[config.mk]
export PLATFORM = sky130hd
export DESIGN_NAME = serial_nand_host_interface
export DESIGN_NICKNAME = d
export VERILOG_FILES = /design/src/inc/spi_nand_pkg.sv /design/src/rtl/sync2.sv /design/src/rtl/fifo_buf.sv /design/src/rtl/serial_nand_host_interface.sv
export SDC_FILE = /design/constraint.sdc
export NUM_CORES = 1
export LEC_CHECK = 0
export ABC_CLOCK_PERIOD_IN_PS = 2800
export BUFFER_PORTS_ARGS = -buffer_cell sky130_fd_sc_hd__buf_2
export CAP_MARGIN = 40
export CORE_MARGIN = 2
export CORE_UTILIZATION = 58
export CTS_CLUSTER_DIAMETER = 50
export DETAILED_ROUTE_END_ITERATION = 16
export PLACE_DENSITY = 0.8
export SETUP_SLACK_MARGIN = 0.5
export SYNTH_ARGS = -nofsm -noshare
export SYNTH_HDL_FRONTEND = slang
export SYNTH_SLANG_ARGS = --single-unit
[constraint.sdc]
create_clock -name clk -period 2.8 [get_ports clk]
set_input_delay 0.56 -clock clk [delete_from_list [all_inputs] [get_ports clk]]
set_output_delay 0.56 -clock clk [all_outputs]
set_load 0.005 [all_outputs]
[src/inc/spi_nand_pkg.sv]
package spi_nand_pkg;

    // data path
    localparam int DATA_W = 8;
    localparam int FIFO_DEPTH = 16;
    localparam int SYNC_W = 6;

    // address layout
    localparam int COL_W = 12;
    localparam int ROW_W = 16;
    localparam int PAGE_SEL_W = 6;
    localparam int BLOCK_SEL_W = 10;
    localparam int PAGE_SEL_LSB = 0;
    localparam int BLOCK_SEL_LSB = 6;

    // page geometry in bytes
    localparam logic [11:0] MAIN_BYTES = 12'h0800;
    localparam logic [11:0] SPARE_BYTES = 12'h0080;
    localparam logic [11:0] ECC_SPARE_PROG = 12'h0040;
    localparam logic [11:0] COL_LAST = MAIN_BYTES + SPARE_BYTES - 12'h0001;
    localparam logic [11:0] ECC_PROG_END = MAIN_BYTES + ECC_SPARE_PROG;

    // protection field layout
    localparam int PROT_W = 5;
    localparam int PROT_B0 = 0;
    localparam int PROT_B1 = 1;
    localparam int PROT_B2 = 2;
    localparam int PROT_INV = 3;
    localparam int PROT_CMP = 4;
    localparam logic [4:0] PROT_RST = 5'h00;

    // shift step counts, last index per byte
    localparam logic [2:0] LAST_X1 = 3'h7;
    localparam logic [2:0] LAST_X2 = 3'h3;
    localparam logic [2:0] LAST_X4 = 3'h1;

    typedef enum logic [1:0] {
        LANE_X1 = 2'b00,
        LANE_X2 = 2'b01,
        LANE_X4 = 2'b10,
        LANE_DTR = 2'b11
    } lane_mode_t;

endpackage

[src/rtl/sync2.sv]
`timescale 1ns/100ps
module sync2 #(
    parameter int WIDTH = 1
) (
    // clock and reset
    input wire logic clk,
    input wire logic nrst,
    // asynchronous in, synchronous out
    input wire logic [WIDTH-1:0] d,
    output logic [WIDTH-1:0] q
);
    logic [WIDTH-1:0] meta_q;

    always_ff @(posedge clk or negedge nrst) begin
        if (!nrst) begin
            meta_q <= '0;
            q <= '0;
        end else begin
            meta_q <= d;
            q <= meta_q;
        end
    end
endmodule

[src/rtl/fifo_buf.sv]
`timescale 1ns/100ps
module fifo_buf #(
    parameter int WIDTH = 8,
    parameter int DEPTH = 16
) (
    // clock and reset
    input wire logic clk,
    input wire logic nrst,
    // fill side
    input wire logic in_valid,
    output logic in_ready,
    input wire logic [WIDTH-1:0] in_data,
    // drain side
    output logic out_valid,
    input wire logic out_ready,
    output logic [WIDTH-1:0] out_data
);
    localparam int AW = $clog2(DEPTH);

    logic [WIDTH-1:0] mem [DEPTH];
    logic [AW:0] wp_q;
    logic [AW:0] rp_q;

    wire full = (wp_q[AW] != rp_q[AW]) && (wp_q[AW-1:0] == rp_q[AW-1:0]);
    wire empty = (wp_q == rp_q);
    wire push = in_valid & ~full;
    wire pop = out_ready & ~empty;

    assign in_ready = ~full;
    assign out_valid = ~empty;
    assign out_data = mem[rp_q[AW-1:0]];

    always_ff @(posedge clk) begin
        if (push) begin
            mem[wp_q[AW-1:0]] <= in_data;
        end
    end

    always_ff @(posedge clk or negedge nrst) begin
        if (!nrst) begin
            wp_q <= '0;
            rp_q <= '0;
        end else begin
            wp_q <= push ? wp_q + 1'b1 : wp_q;
            rp_q <= pop ? rp_q + 1'b1 : rp_q;
        end
    end
endmodule

[src/rtl/serial_nand_host_interface.sv]
`timescale 1ns/100ps
// Summary of operation
// host keeps select high when idle, never floating after power-up
// column index is 12 bits; only bytes 0 to 2175 are addressable
// row bits 5..0 pick the page, bits 15..6 pick the block
// ecc on: program first 64 spare bytes only, read all 128
// ecc off: all 128 spare bytes readable and programmable
// only serial modes 0 and 3 are supported
// inputs sampled on rising clock edge, outputs launched on falling edge
// host keeps serial clock static while select is high
// select high with static clock means the interface is idle
// dual commands use lanes 0 and 1 both ways, two bits per clock
// quad commands add guard and pause pins as lanes 2 and 3
// double-rate quad read launches output on both clock edges
// double-rate commands run only with four-lane enable set
// pause works only with four-lane enable clear
// pause stops the serial side only, not array work in progress
// pause starts and ends on pause pin edges, once clock is low
// during pause outputs float, input and clock are ignored
// select rising in pause resets logic; release pause before reselect
// pin lock set and guard pin low refuses protection field writes
// pin guarding applies only while four-lane enable is clear
// strobe driven low on double-rate read, then follows clock with data
// host captures double-rate data on both strobe edges
// lanes and strobe float except in the device's own output phases; strobe driven whenever selected in double-rate mode with four-lane enable set
module serial_nand_host_interface #(
    parameter int FIFO_DEPTH = spi_nand_pkg::FIFO_DEPTH
) (
    // clock and reset
    input wire logic clk,
    input wire logic nrst,
    // serial link pins
    input wire logic cs_n,
    input wire logic sclk,
    input wire logic lane_0_in,
    output logic lane_0_out,
    output logic lane_0_oe,
    input wire logic lane_1_in,
    output logic lane_1_out,
    output logic lane_1_oe,
    input wire logic lane_2_in,
    output logic lane_2_out,
    output logic lane_2_oe,
    input wire logic lane_3_in,
    output logic lane_3_out,
    output logic lane_3_oe,
    output logic strobe_out,
    output logic strobe_oe,
    // configuration from the core
    input wire logic four_lane_enable,
    input wire logic protect_pin_lock,
    input wire logic ecc_enable,
    input wire spi_nand_pkg::lane_mode_t lane_mode,
    input wire logic out_phase,
    // received bytes
    output logic rx_valid,
    output logic [7:0] rx_data,
    // bytes to send
    input wire logic tx_valid,
    output logic tx_ready,
    input wire logic [7:0] tx_data,
    // link status
    output logic selected,
    output logic paused,
    output logic dtr_refused,
    output logic tx_underrun,
    // address decode
    input wire logic [11:0] column_index,
    input wire logic [15:0] row_index,
    output logic [5:0] page_in_block,
    output logic [9:0] block_sel,
    output logic col_read_ok,
    output logic col_prog_ok,
    // protection fields
    input wire logic protect_wr_req,
    input wire logic [4:0] protect_wr_data,
    output logic protect_wr_refused,
    output logic protect_range_b0,
    output logic protect_range_b1,
    output logic protect_range_b2,
    output logic protect_invert,
    output logic protect_complement
);
    // pin synchronisation; idle-high pins cross inverted so reset reads them idle
    logic [5:0] pins_s;

    sync2 #(
        .WIDTH(spi_nand_pkg::SYNC_W)
    ) u_sync (
        .clk(clk),
        .nrst(nrst),
        .d({~cs_n, sclk, ~lane_3_in, ~lane_2_in, lane_1_in, lane_0_in}),
        .q(pins_s)
    );

    wire cs_s = ~pins_s[5];
    wire sclk_s = pins_s[4];
    wire pause_s = ~pins_s[3];
    wire guard_s = ~pins_s[2];
    wire l1_s = pins_s[1];
    wire l0_s = pins_s[0];

    // state
    logic sclk_q;
    logic sel_q;
    logic paused_q;
    logic blocked_q;
    logic [2:0] rx_cnt_q;
    logic [7:0] rx_sh_q;
    logic rx_valid_q;
    logic [7:0] rx_data_q;
    logic [2:0] tx_cnt_q;
    logic [7:0] tx_sh_q;
    logic underrun_q;
    logic strobe_q;
    logic [5:0] page_q;
    logic [9:0] block_q;
    logic col_rd_q;
    logic col_pg_q;
    logic [4:0] prot_q;
    logic refused_q;

    // mode decode
    wire x1 = (lane_mode == spi_nand_pkg::LANE_X1);
    wire x2 = (lane_mode == spi_nand_pkg::LANE_X2);
    wire is_dtr = (lane_mode == spi_nand_pkg::LANE_DTR);
    wire quad = ~x1 & ~x2;
    wire mode_ok = ~is_dtr | four_lane_enable;
    wire [2:0] last_step = x1 ? spi_nand_pkg::LAST_X1 :
                           (x2 ? spi_nand_pkg::LAST_X2 : spi_nand_pkg::LAST_X4);

    // clock edges; either idle level works, so modes 0 and 3 both fit
    wire sclk_rise = sclk_s & ~sclk_q;
    wire sclk_fall = ~sclk_s & sclk_q;

    // edges count only while selected, not paused and the command allowed
    wire active = sel_q & ~paused_q & mode_ok;
    wire rx_edge = active & ~out_phase & sclk_rise;
    wire tx_edge = active & out_phase & (sclk_fall | (is_dtr & sclk_rise));

    // pause control, serial side only; the core and fifo keep running
    wire pause_ok = ~four_lane_enable & sel_q;
    wire paused_d = ~pause_ok ? 1'b0 : (sclk_s ? paused_q : ~pause_s);
    wire blocked_d = cs_s ? ((blocked_q | paused_q) & ~pause_s) : blocked_q;
    wire sel_d = ~cs_s & ~blocked_q;

    always_ff @(posedge clk or negedge nrst) begin
        if (!nrst) begin
            sclk_q <= 1'b0;
            sel_q <= 1'b0;
            paused_q <= 1'b0;
            blocked_q <= 1'b0;
        end else begin
            sclk_q <= sclk_s;
            sel_q <= sel_d;
            paused_q <= paused_d;
            blocked_q <= blocked_d;
        end
    end

    // receive shifter
    wire [7:0] rx_sh_d = x1 ? {rx_sh_q[6:0], l0_s} :
                         (x2 ? {rx_sh_q[5:0], l1_s, l0_s} :
                         {rx_sh_q[3:0], pause_s, guard_s, l1_s, l0_s});
    wire rx_last = (rx_cnt_q == last_step);
    wire rx_done = rx_edge & rx_last;
    wire [2:0] rx_cnt_d = ~sel_q ? 3'h0 :
                          (rx_edge ? (rx_last ? 3'h0 : rx_cnt_q + 3'h1) : rx_cnt_q);

    always_ff @(posedge clk or negedge nrst) begin
        if (!nrst) begin
            rx_cnt_q <= 3'h0;
            rx_sh_q <= 8'h00;
        end else begin
            rx_cnt_q <= rx_cnt_d;
            rx_sh_q <= rx_edge ? rx_sh_d : rx_sh_q;
        end
    end

    always_ff @(posedge clk or negedge nrst) begin
        if (!nrst) begin
            rx_valid_q <= 1'b0;
            rx_data_q <= 8'h00;
        end else begin
            rx_valid_q <= rx_done;
            rx_data_q <= rx_done ? rx_sh_d : rx_data_q;
        end
    end

    // transmit buffer
    logic f_valid;
    logic [7:0] f_data;
    wire tx_load = tx_edge & (tx_cnt_q == 3'h0);

    fifo_buf #(
        .WIDTH(spi_nand_pkg::DATA_W),
        .DEPTH(FIFO_DEPTH)
    ) u_tx_fifo (
        .clk(clk),
        .nrst(nrst),
        .in_valid(tx_valid),
        .in_ready(tx_ready),
        .in_data(tx_data),
        .out_valid(f_valid),
        .out_ready(tx_load),
        .out_data(f_data)
    );

    // transmit shifter, msb first
    wire [7:0] tx_shift = x1 ? {tx_sh_q[6:0], 1'b0} :
                          (x2 ? {tx_sh_q[5:0], 2'b00} : {tx_sh_q[3:0], 4'h0});
    wire [7:0] tx_fill = f_valid ? f_data : 8'h00;
    wire tx_idle = ~sel_q | ~out_phase;
    wire [7:0] tx_sh_d = tx_idle ? 8'h00 :
                         (tx_load ? tx_fill : (tx_edge ? tx_shift : tx_sh_q));
    wire [2:0] tx_cnt_d = tx_idle ? 3'h0 :
                          (tx_load ? last_step : (tx_edge ? tx_cnt_q - 3'h1 : tx_cnt_q));

    always_ff @(posedge clk or negedge nrst) begin
        if (!nrst) begin
            tx_sh_q <= 8'h00;
            tx_cnt_q <= 3'h0;
            underrun_q <= 1'b0;
        end else begin
            tx_sh_q <= tx_sh_d;
            tx_cnt_q <= tx_cnt_d;
            underrun_q <= tx_load & ~f_valid;
        end
    end

    // lane drivers
    wire drive = active & out_phase;
    assign lane_3_out = tx_sh_q[7];
    assign lane_2_out = tx_sh_q[6];
    assign lane_1_out = quad ? tx_sh_q[5] : tx_sh_q[7];
    assign lane_0_out = quad ? tx_sh_q[4] : tx_sh_q[6];
    assign lane_1_oe = drive;
    assign lane_0_oe = drive & ~x1;
    assign lane_2_oe = drive & quad;
    assign lane_3_oe = drive & quad;

    // read strobe: low once accepted, follows the clock while data flows
    wire strobe_en = sel_q & is_dtr & four_lane_enable;
    always_ff @(posedge clk or negedge nrst) begin
        if (!nrst) begin
            strobe_q <= 1'b0;
        end else begin
            strobe_q <= strobe_en & out_phase & sclk_s;
        end
    end
    assign strobe_oe = strobe_en;
    assign strobe_out = strobe_q;

    // address decode
    wire rd_ok = (column_index <= spi_nand_pkg::COL_LAST);
    wire pg_ok = ecc_enable ? (column_index < spi_nand_pkg::ECC_PROG_END) : rd_ok;
    wire [5:0] page_d = row_index[spi_nand_pkg::PAGE_SEL_LSB +: spi_nand_pkg::PAGE_SEL_W];
    wire [9:0] block_d = row_index[spi_nand_pkg::BLOCK_SEL_LSB +: spi_nand_pkg::BLOCK_SEL_W];

    always_ff @(posedge clk or negedge nrst) begin
        if (!nrst) begin
            page_q <= 6'h00;
            block_q <= 10'h000;
            col_rd_q <= 1'b0;
            col_pg_q <= 1'b0;
        end else begin
            page_q <= page_d;
            block_q <= block_d;
            col_rd_q <= rd_ok;
            col_pg_q <= pg_ok;
        end
    end

    // protection fields with pin guard
    wire guard_on = protect_pin_lock & ~guard_s & ~four_lane_enable;
    wire prot_wr = protect_wr_req & ~guard_on;

    always_ff @(posedge clk or negedge nrst) begin
        if (!nrst) begin
            prot_q <= spi_nand_pkg::PROT_RST;
            refused_q <= 1'b0;
        end else begin
            prot_q <= prot_wr ? protect_wr_data : prot_q;
            refused_q <= protect_wr_req & guard_on;
        end
    end

    // outputs
    assign rx_valid = rx_valid_q;
    assign rx_data = rx_data_q;
    assign selected = sel_q;
    assign paused = paused_q;
    assign dtr_refused = sel_q & ~mode_ok;
    assign tx_underrun = underrun_q;
    assign page_in_block = page_q;
    assign block_sel = block_q;
    assign col_read_ok = col_rd_q;
    assign col_prog_ok = col_pg_q;
    assign protect_wr_refused = refused_q;
    assign protect_range_b0 = prot_q[spi_nand_pkg::PROT_B0];
    assign protect_range_b1 = prot_q[spi_nand_pkg::PROT_B1];
    assign protect_range_b2 = prot_q[spi_nand_pkg::PROT_B2];
    assign protect_invert = prot_q[spi_nand_pkg::PROT_INV];
    assign protect_complement = prot_q[spi_nand_pkg::PROT_CMP];
endmodule

# Word-level counts from Yosys, hierarchy flattened
# Memory sizes are Yosys's and may differ from the RTL's.
# Index checks and enable logic that the tools add are counted.
[totals]
ff_bits = 82
ram_bits = 128
in_bits = 57
elab_cells = 116
memories = 1
[memory_table]
columns = ["memory", "words", "word_bits", "read_ports", "rd_clocked_by_memory_dff", "write_ports", "line_no", "text"]
rows = [
  ["u_tx_fifo.mem", 16, 8, 1, 0, 1, "fifo_buf.sv:20", "logic [WIDTH-1:0] mem [DEPTH];"],
]
[op_classes]
n_addsub = 4
magnitude_cmp = 2
n_eq_ne = 8
muxes = 23
bitwise = 52
n_reduce_logical = 4
[op_table]
columns = ["op", "n"]
rows = [
  ["two-way mux 8 bit", 8],
  ["AND 1 bit", 29],
  ["two-way mux 3 bit", 7],
  ["inverter 1 bit", 19],
  ["<= comparator 12 bit, second input constant", 1],
  ["< comparator 12 bit, second input constant", 1],
  ["adder 5 x 1 -> 5 bit, second input constant", 2],
  ["two-way mux 1 bit", 7],
  ["== test 5 bit", 1],
  ["== test 4 bit", 1],
  ["OR 1 bit", 4],
  ["adder 3 x 1 -> 3 bit, second input constant", 1],
  ["== test 3 bit", 1],
  ["zero test 3 bit", 1],
  ["nonzero test 3 bit", 1],
  ["subtractor 3 x 1 -> 3 bit, second input constant", 1],
  ["== test 2 x 1 -> 1 bit, second input constant", 1],
  ["== test 2 bit, second input constant", 1],
  ["zero test 2 bit", 1],
  ["two-way mux 2 bit", 1],
  ["inequality test 2 x 1 -> 1 bit, second input constant", 1],
  ["inequality test 2 bit, second input constant", 1],
  ["logical AND 1 bit", 1],
  ["inequality test 1 bit", 1],
]

# Depth between registers and ports, before layout
[logic_depth]
word_depth = 9
depth_mapped = 7
mapped_depth_nobuf = 7

# By module
# A second synthesis with hierarchy kept.
[hier_totals]
hier_cells = 526
hier_area_um2 = 8575.7
[modules_own_cells]
columns = ["mod", "n_inst", "cells_per_inst", "area_per_inst_um2", "seq_area_each_um2"]
rows = [
  ["fifo_buf", 1, 284, 5594.1, 4093.9],
  ["serial_nand_host_interface", 1, 230, 2681.3, 1501.4],
  ["sync2", 1, 12, 300.3, 300.3],
]

# Least setup slack after synthesis
# Ideal clock, no wire load.
[synth_timing]
kind = "input port to flip-flop"
from = "in lane_mode[1]"
to = "reg u_tx_fifo.rp_q[1]"
setup_time_ns = 0.127
arrival_time_ns = 1.935
setup_slack_ns = 0.737
cell_stages = 7
path_cell_list = "buf_2 -> and3b_1 -> buf_2 -> a2111oi_4 -> o211a_1 -> buf_4 -> mux2_1"
[synth_via]
elab_chain_cells = 8
word_cells_on_any_way = 10
cone_classes = "eq/ne (1); bitwise (9)"
[synth_rtl]
columns = ["item", "line_no", "text"]
rows = [
  ["from (decl)", "serial_nand_host_interface.sv:53", "input wire spi_nand_pkg::lane_mode_t lane_mode,"],
  ["== test 2 bit (*)", "serial_nand_host_interface.sv:126", "wire is_dtr = (lane_mode == spi_nand_pkg::LANE_DTR);"],
  ["inverter 1 bit", "serial_nand_host_interface.sv:128", "wire mode_ok = ~is_dtr | four_lane_enable;"],
  ["OR 1 bit", "serial_nand_host_interface.sv:128", ""],
  ["AND 1 bit", "serial_nand_host_interface.sv:137", "wire active = sel_q & ~paused_q & mode_ok;"],
  ["AND 1 bit", "serial_nand_host_interface.sv:139", "wire tx_edge = active & out_phase & (sclk_fall | (is_dtr & sclk_rise));"],
  ["AND 1 bit (*)", "serial_nand_host_interface.sv:139", ""],
  ["AND 1 bit (*)", "serial_nand_host_interface.sv:193", "wire tx_load = tx_edge & (tx_cnt_q == 3'h0);"],
  ["AND 1 bit (*)", "fifo_buf.sv:27", "wire pop = out_ready & ~empty;"],
  ["to (signal assigned)", "fifo_buf.sv:45", "rp_q <= pop ? rp_q + 1'b1 : rp_q;"],
  ["to (decl)", "fifo_buf.sv:22", "logic [AW:0] rp_q;"],
]
# Mark *: on every way between the ends. The rest lies on a longest branch, timed or not.
# A chain may end at the register's enable or synchronous reset.

# Worst setup path after layout
[layout_timing]
from = "reg u_tx_fifo.rp_q[1]"
to = "out tx_ready"
[layout_via]
elab_chain_cells = 3
[layout_rtl]
columns = ["item", "line_no", "text"]
rows = [
  ["== test 4 bit", "fifo_buf.sv:24", "wire full = (wp_q[AW] != rp_q[AW]) && (wp_q[AW-1:0] == rp_q[AW-1:0]);"],
  ["logical AND 1 bit", "fifo_buf.sv:24", ""],
  ["inverter 1 bit", "fifo_buf.sv:29", "assign in_ready = ~full;"],
  ["to (decl)", "serial_nand_host_interface.sv:60", "output logic tx_ready,"],
]
# No other way between the ends.

==> impl_metrics.env <==
export IMPL_outcome="finished, final reports clean"
export IMPL_clock_sinks=210
export IMPL_layout_drive_gt1_share_pct=30.84
export IMPL_finalPower_mw=8.664
export IMPL_r2r_end="u_tx_fifo.mem[7][0]"
export IMPL_netlist_area_mm2=0.008652
export IMPL_hold_violations=0
export IMPL_fmax_mhz=445.8
export IMPL_start_util_pct=59.53
export IMPL_vias_per_cell=5.859
export IMPL_synth_xor_area_share_pct=1.620
export IMPL_setup_ws_ns=0.5569
export IMPL_setup_viol=0
export IMPL_startpoint_type="flop"
export IMPL_seq_area_frac_synth_pct=68.14
export IMPL_worstPathRequired_ns=2.24
export IMPL_groute_layer_met2_usage_pct=35.99
export IMPL_netlist_instances=502
export IMPL_htreeDepth=1
export IMPL_clock_path_buffers=3
export IMPL_whs_ns=0.1764
export IMPL_numCtsBuffers=22
export IMPL_vdd_drop_max_v=0.0006095
export IMPL_antenna_left=0
export IMPL_crit_path_end="tx_ready"
export IMPL_n_antenna_cell=0
export IMPL_die_height_um=126.1
export IMPL_critical_path_class="flop to primary output"
export IMPL_stdcell_count=813
export IMPL_dieArea_mm2=0.01591
export IMPL_max_cap_violations=0
export IMPL_pre_cts_slack_ns=0.4244
export IMPL_fin_skew_ns=0.01393
export IMPL_register_area_mm2=0.005898
export IMPL_antenna_found_initial=0
export IMPL_rows=44
export IMPL_slew_violations=0
export IMPL_ioPinCount=105
export IMPL_finalCritPeriodShare_pct=80.11
export IMPL_critical_path_arrival_ns=1.68
export IMPL_yosys_warnings=0
export IMPL_rsz0062_at_grt="true"
export IMPL_drt_wirelength_per_cell_um=19.94
export IMPL_leakage_nw=4.110
export IMPL_period_needed_ns=2.243
export IMPL_drt_first_pass_iters=5
export IMPL_avgSynthCellArea_um2=17.24
export IMPL_ys_types=55
export IMPL_hold_class="input port to flop"
export IMPL_grt_pass1_vias=5035
export IMPL_grt_use_total_pct=20.65
export IMPL_power_density_mw_per_mm2=854.0
export IMPL_rr_startpoint="u_tx_fifo.wp_q[4]"
export IMPL_wirelength_mm=16.21
export IMPL_grt_overflow=0
export IMPL_synthMuxAreaShare_pct=16.79
export IMPL_finalNetCount=678
export IMPL_coreArea_mm2=0.01453
export IMPL_synth_main_ff_cell="edfxtp_1"
export IMPL_clk_pin_slew_worst_paths_ns=0.06
export IMPL_die_w_um=126.1
export IMPL_crit_path_end_kind="primary output"
export IMPL_fin_setup_tns_ns=0
export IMPL_cp_max_fo=18
export IMPL_synth_compound_area_share_pct=3.803
export IMPL_grt_first_pass_wirelength_mm=26.08
export IMPL_rrSetupSlack_ns=0.61
export IMPL_numPortBuffers=98
export IMPL_nFillCells=929
export IMPL_synth_seq_cells=210
export IMPL_use_met3_pct=3.441
export IMPL_grt_busiest_layer="met2"
export IMPL_grt_max_degree=58
export IMPL_synth_edff_count=128
export IMPL_dr_first_iter_drc_count=405
export IMPL_num_vias=4763
export IMPL_synthSimpleGateAreaFrac_pct=5.828
export IMPL_multiInputGateArea_mm2=0.002570
export IMPL_placed_cells=769
export IMPL_synthArstFlopShare_pct=39.05
export IMPL_drc_errors=0
export IMPL_place_congestion=0.7708
export IMPL_startpoint="u_tx_fifo.rp_q[1]"
export IMPL_synthAdderAreaFrac_pct=1.157
export IMPL_tritoncts="done"
export IMPL_root_buffer="clkbuf_16"
export IMPL_synth_nets=567
export IMPL_hpwl_mm=10.42
export IMPL_synth_top_family_by_area="multiplexers"
export IMPL_area_growth_syn_to_layout_pct=17.25
export IMPL_tightestPinTransition_ns=0.9143
export IMPL_use_met1_pct=27.27
export IMPL_clk_latency_ns=0.49
export IMPL_r2r_cells=3
export IMPL_slew_headroom_pct=38.92
-- cells by family after synthesis --
family	count (synthesis)
muxes	94
and+or+nand+nor	89
AOI/OAI and AO/OA	43
xor gates and xnor gates	16
buffers and inverters	42
DFF	210
adders and majority gates	8
-- cell usage after synthesis (5+ instances only) --
library cell | number | area share, %
clkbuf_1 | 7 | 0.30
edfxtp_1 | 128 | 44
mux4_1 | 21 | 6.4
buf_4 | 6 | 0.52
mux2_2 | 25 | 3.3
and3_1 | 16 | 1.2
nor2b_1 | 8 | 0.58
xnor2_1 | 13 | 1.3
inv_1 | 14 | 0.61
a21oi_1 | 9 | 0.52
and4_1 | 5 | 0.51
buf_2 | 8 | 0.46
mux4_2 | 11 | 2.9
nor2_1 | 10 | 0.43
ha_1 | 8 | 1.2
o211ai_1 | 5 | 0.43
nand2_1 | 24 | 1.0
dfrtp_1 | 82 | 24
a221o_1 | 6 | 0.69
mux2i_1 | 36 | 4.2
-- worst max-delay path, cell delays in order (launching register included) --
cell and delay [ns]:
dfrtp_2 0.42, buf_12 0.17, xnor2_4 0.17, and4_4 0.23, nand2_1 0.05, buf_2 0.15
-- metal layers --
metal / wire length, um / share of wire (%) / vias up
li1: - / - / 2167
met1: 6687 / 41 / 2416
met2: 8309 / 51 / 158
met3: 974 / 6.0 / 22
met4: 241 / 1.5 / 0
met5: 0 / 0 / -
-- timing repair --
action,4_1_cts,5_1_grt
hold buffers,1,0
endpoints found under the hold margin,25,0
buffers inserted,1,1
gates resized for setup,2,7
cloned,0,1
endpoints found under the setup margin,4,116
-- layout by cell type (no fill, tap or decap), drive strengths merged, types with 2 or more instances in the layout --
| cell | count |
|---|---|
| clkbuf | 30 |
| ha | 8 |
| bufinv | 2 |
| o2bb2ai | 2 |
| inv | 14 |
| and2 | 4 |
| dfrtp | 82 |
| nor2b | 8 |
| nand2 | 24 |
| nor2 | 10 |
| mux2 | 26 |
| a211oi | 3 |
| o21ai | 5 |
| a31oi | 2 |
| a21boi | 3 |
| xnor2 | 13 |
| mux4 | 32 |
| a221o | 6 |
| clkinvlp | 4 |
| o211ai | 5 |
| and3 | 16 |
| nor4 | 3 |
| a21oi | 9 |
| mux2i | 36 |
| nand2b | 4 |
| nor3b | 3 |
| edfxtp | 128 |
| and4 | 5 |
| clkinv | 5 |
| xor2 | 3 |
| buf | 113 |
| o2111ai | 2 |
| nor3 | 5 |
-- sequential cells by signal, indices dropped and copies added (netlist names), 3 cells and up --
signal,cells
u_tx_fifo.mem,128
block_sel,10
rx_data,8
tx_sh_q,8
rx_sh_q,7
page_in_block,6
u_sync.meta_q,6
u_sync.q,6
prot_q,5
u_tx_fifo.rp_q,5
u_tx_fifo.wp_q,5
rx_cnt_q,3
tx_cnt_q,3
-- power breakdown --
part	switching, mW	total, mW	internal [mW]	leakage (nW)
registers	0.195	3.83	3.63	2.18
clock network	1.13	2.84	1.72	0.340
logic	1.02	1.99	0.973	1.59
-- stage by stage --
| stage | area [um2] | util, % |
|---|---|---|
| 4_1_cts | 10070 | 69.32 |
| 5_1_grt | 10140 | 69.80 |
| 6_report | 10140 | 69.80 |
| 2_1_floorplan | 8652 | - |
| 3_3_place_gp | 9300 | 63.99 |
| 3_5_place_dp | 9328 | 64.18 |
-- area by class of cell --
type                    count  share of cell area [%]
inverters                  14                  0.5180
clock inverters            11                   1.110
well taps                 184                   2.269
flip-flops and latches    210                   58.14
repair buffers            115                   6.635
multi-input cells         250                   25.33
clock buffers              29                   5.994
-- worst min-delay path by stage --
stage,startpoint,end,depth (start not counted)
after CTS,row_index[15],block_sel[9],1
after global placement,u_sync.meta_q[0],u_sync.q[0],0
after detailed placement,u_sync.meta_q[5],u_sync.q[5],0
after floorplan,nrst,block_sel[0],0
final,row_index[15],block_sel[9],1
after global routing,row_index[15],block_sel[9],1
No activity file was read; power rests on OpenSTA's default activity.
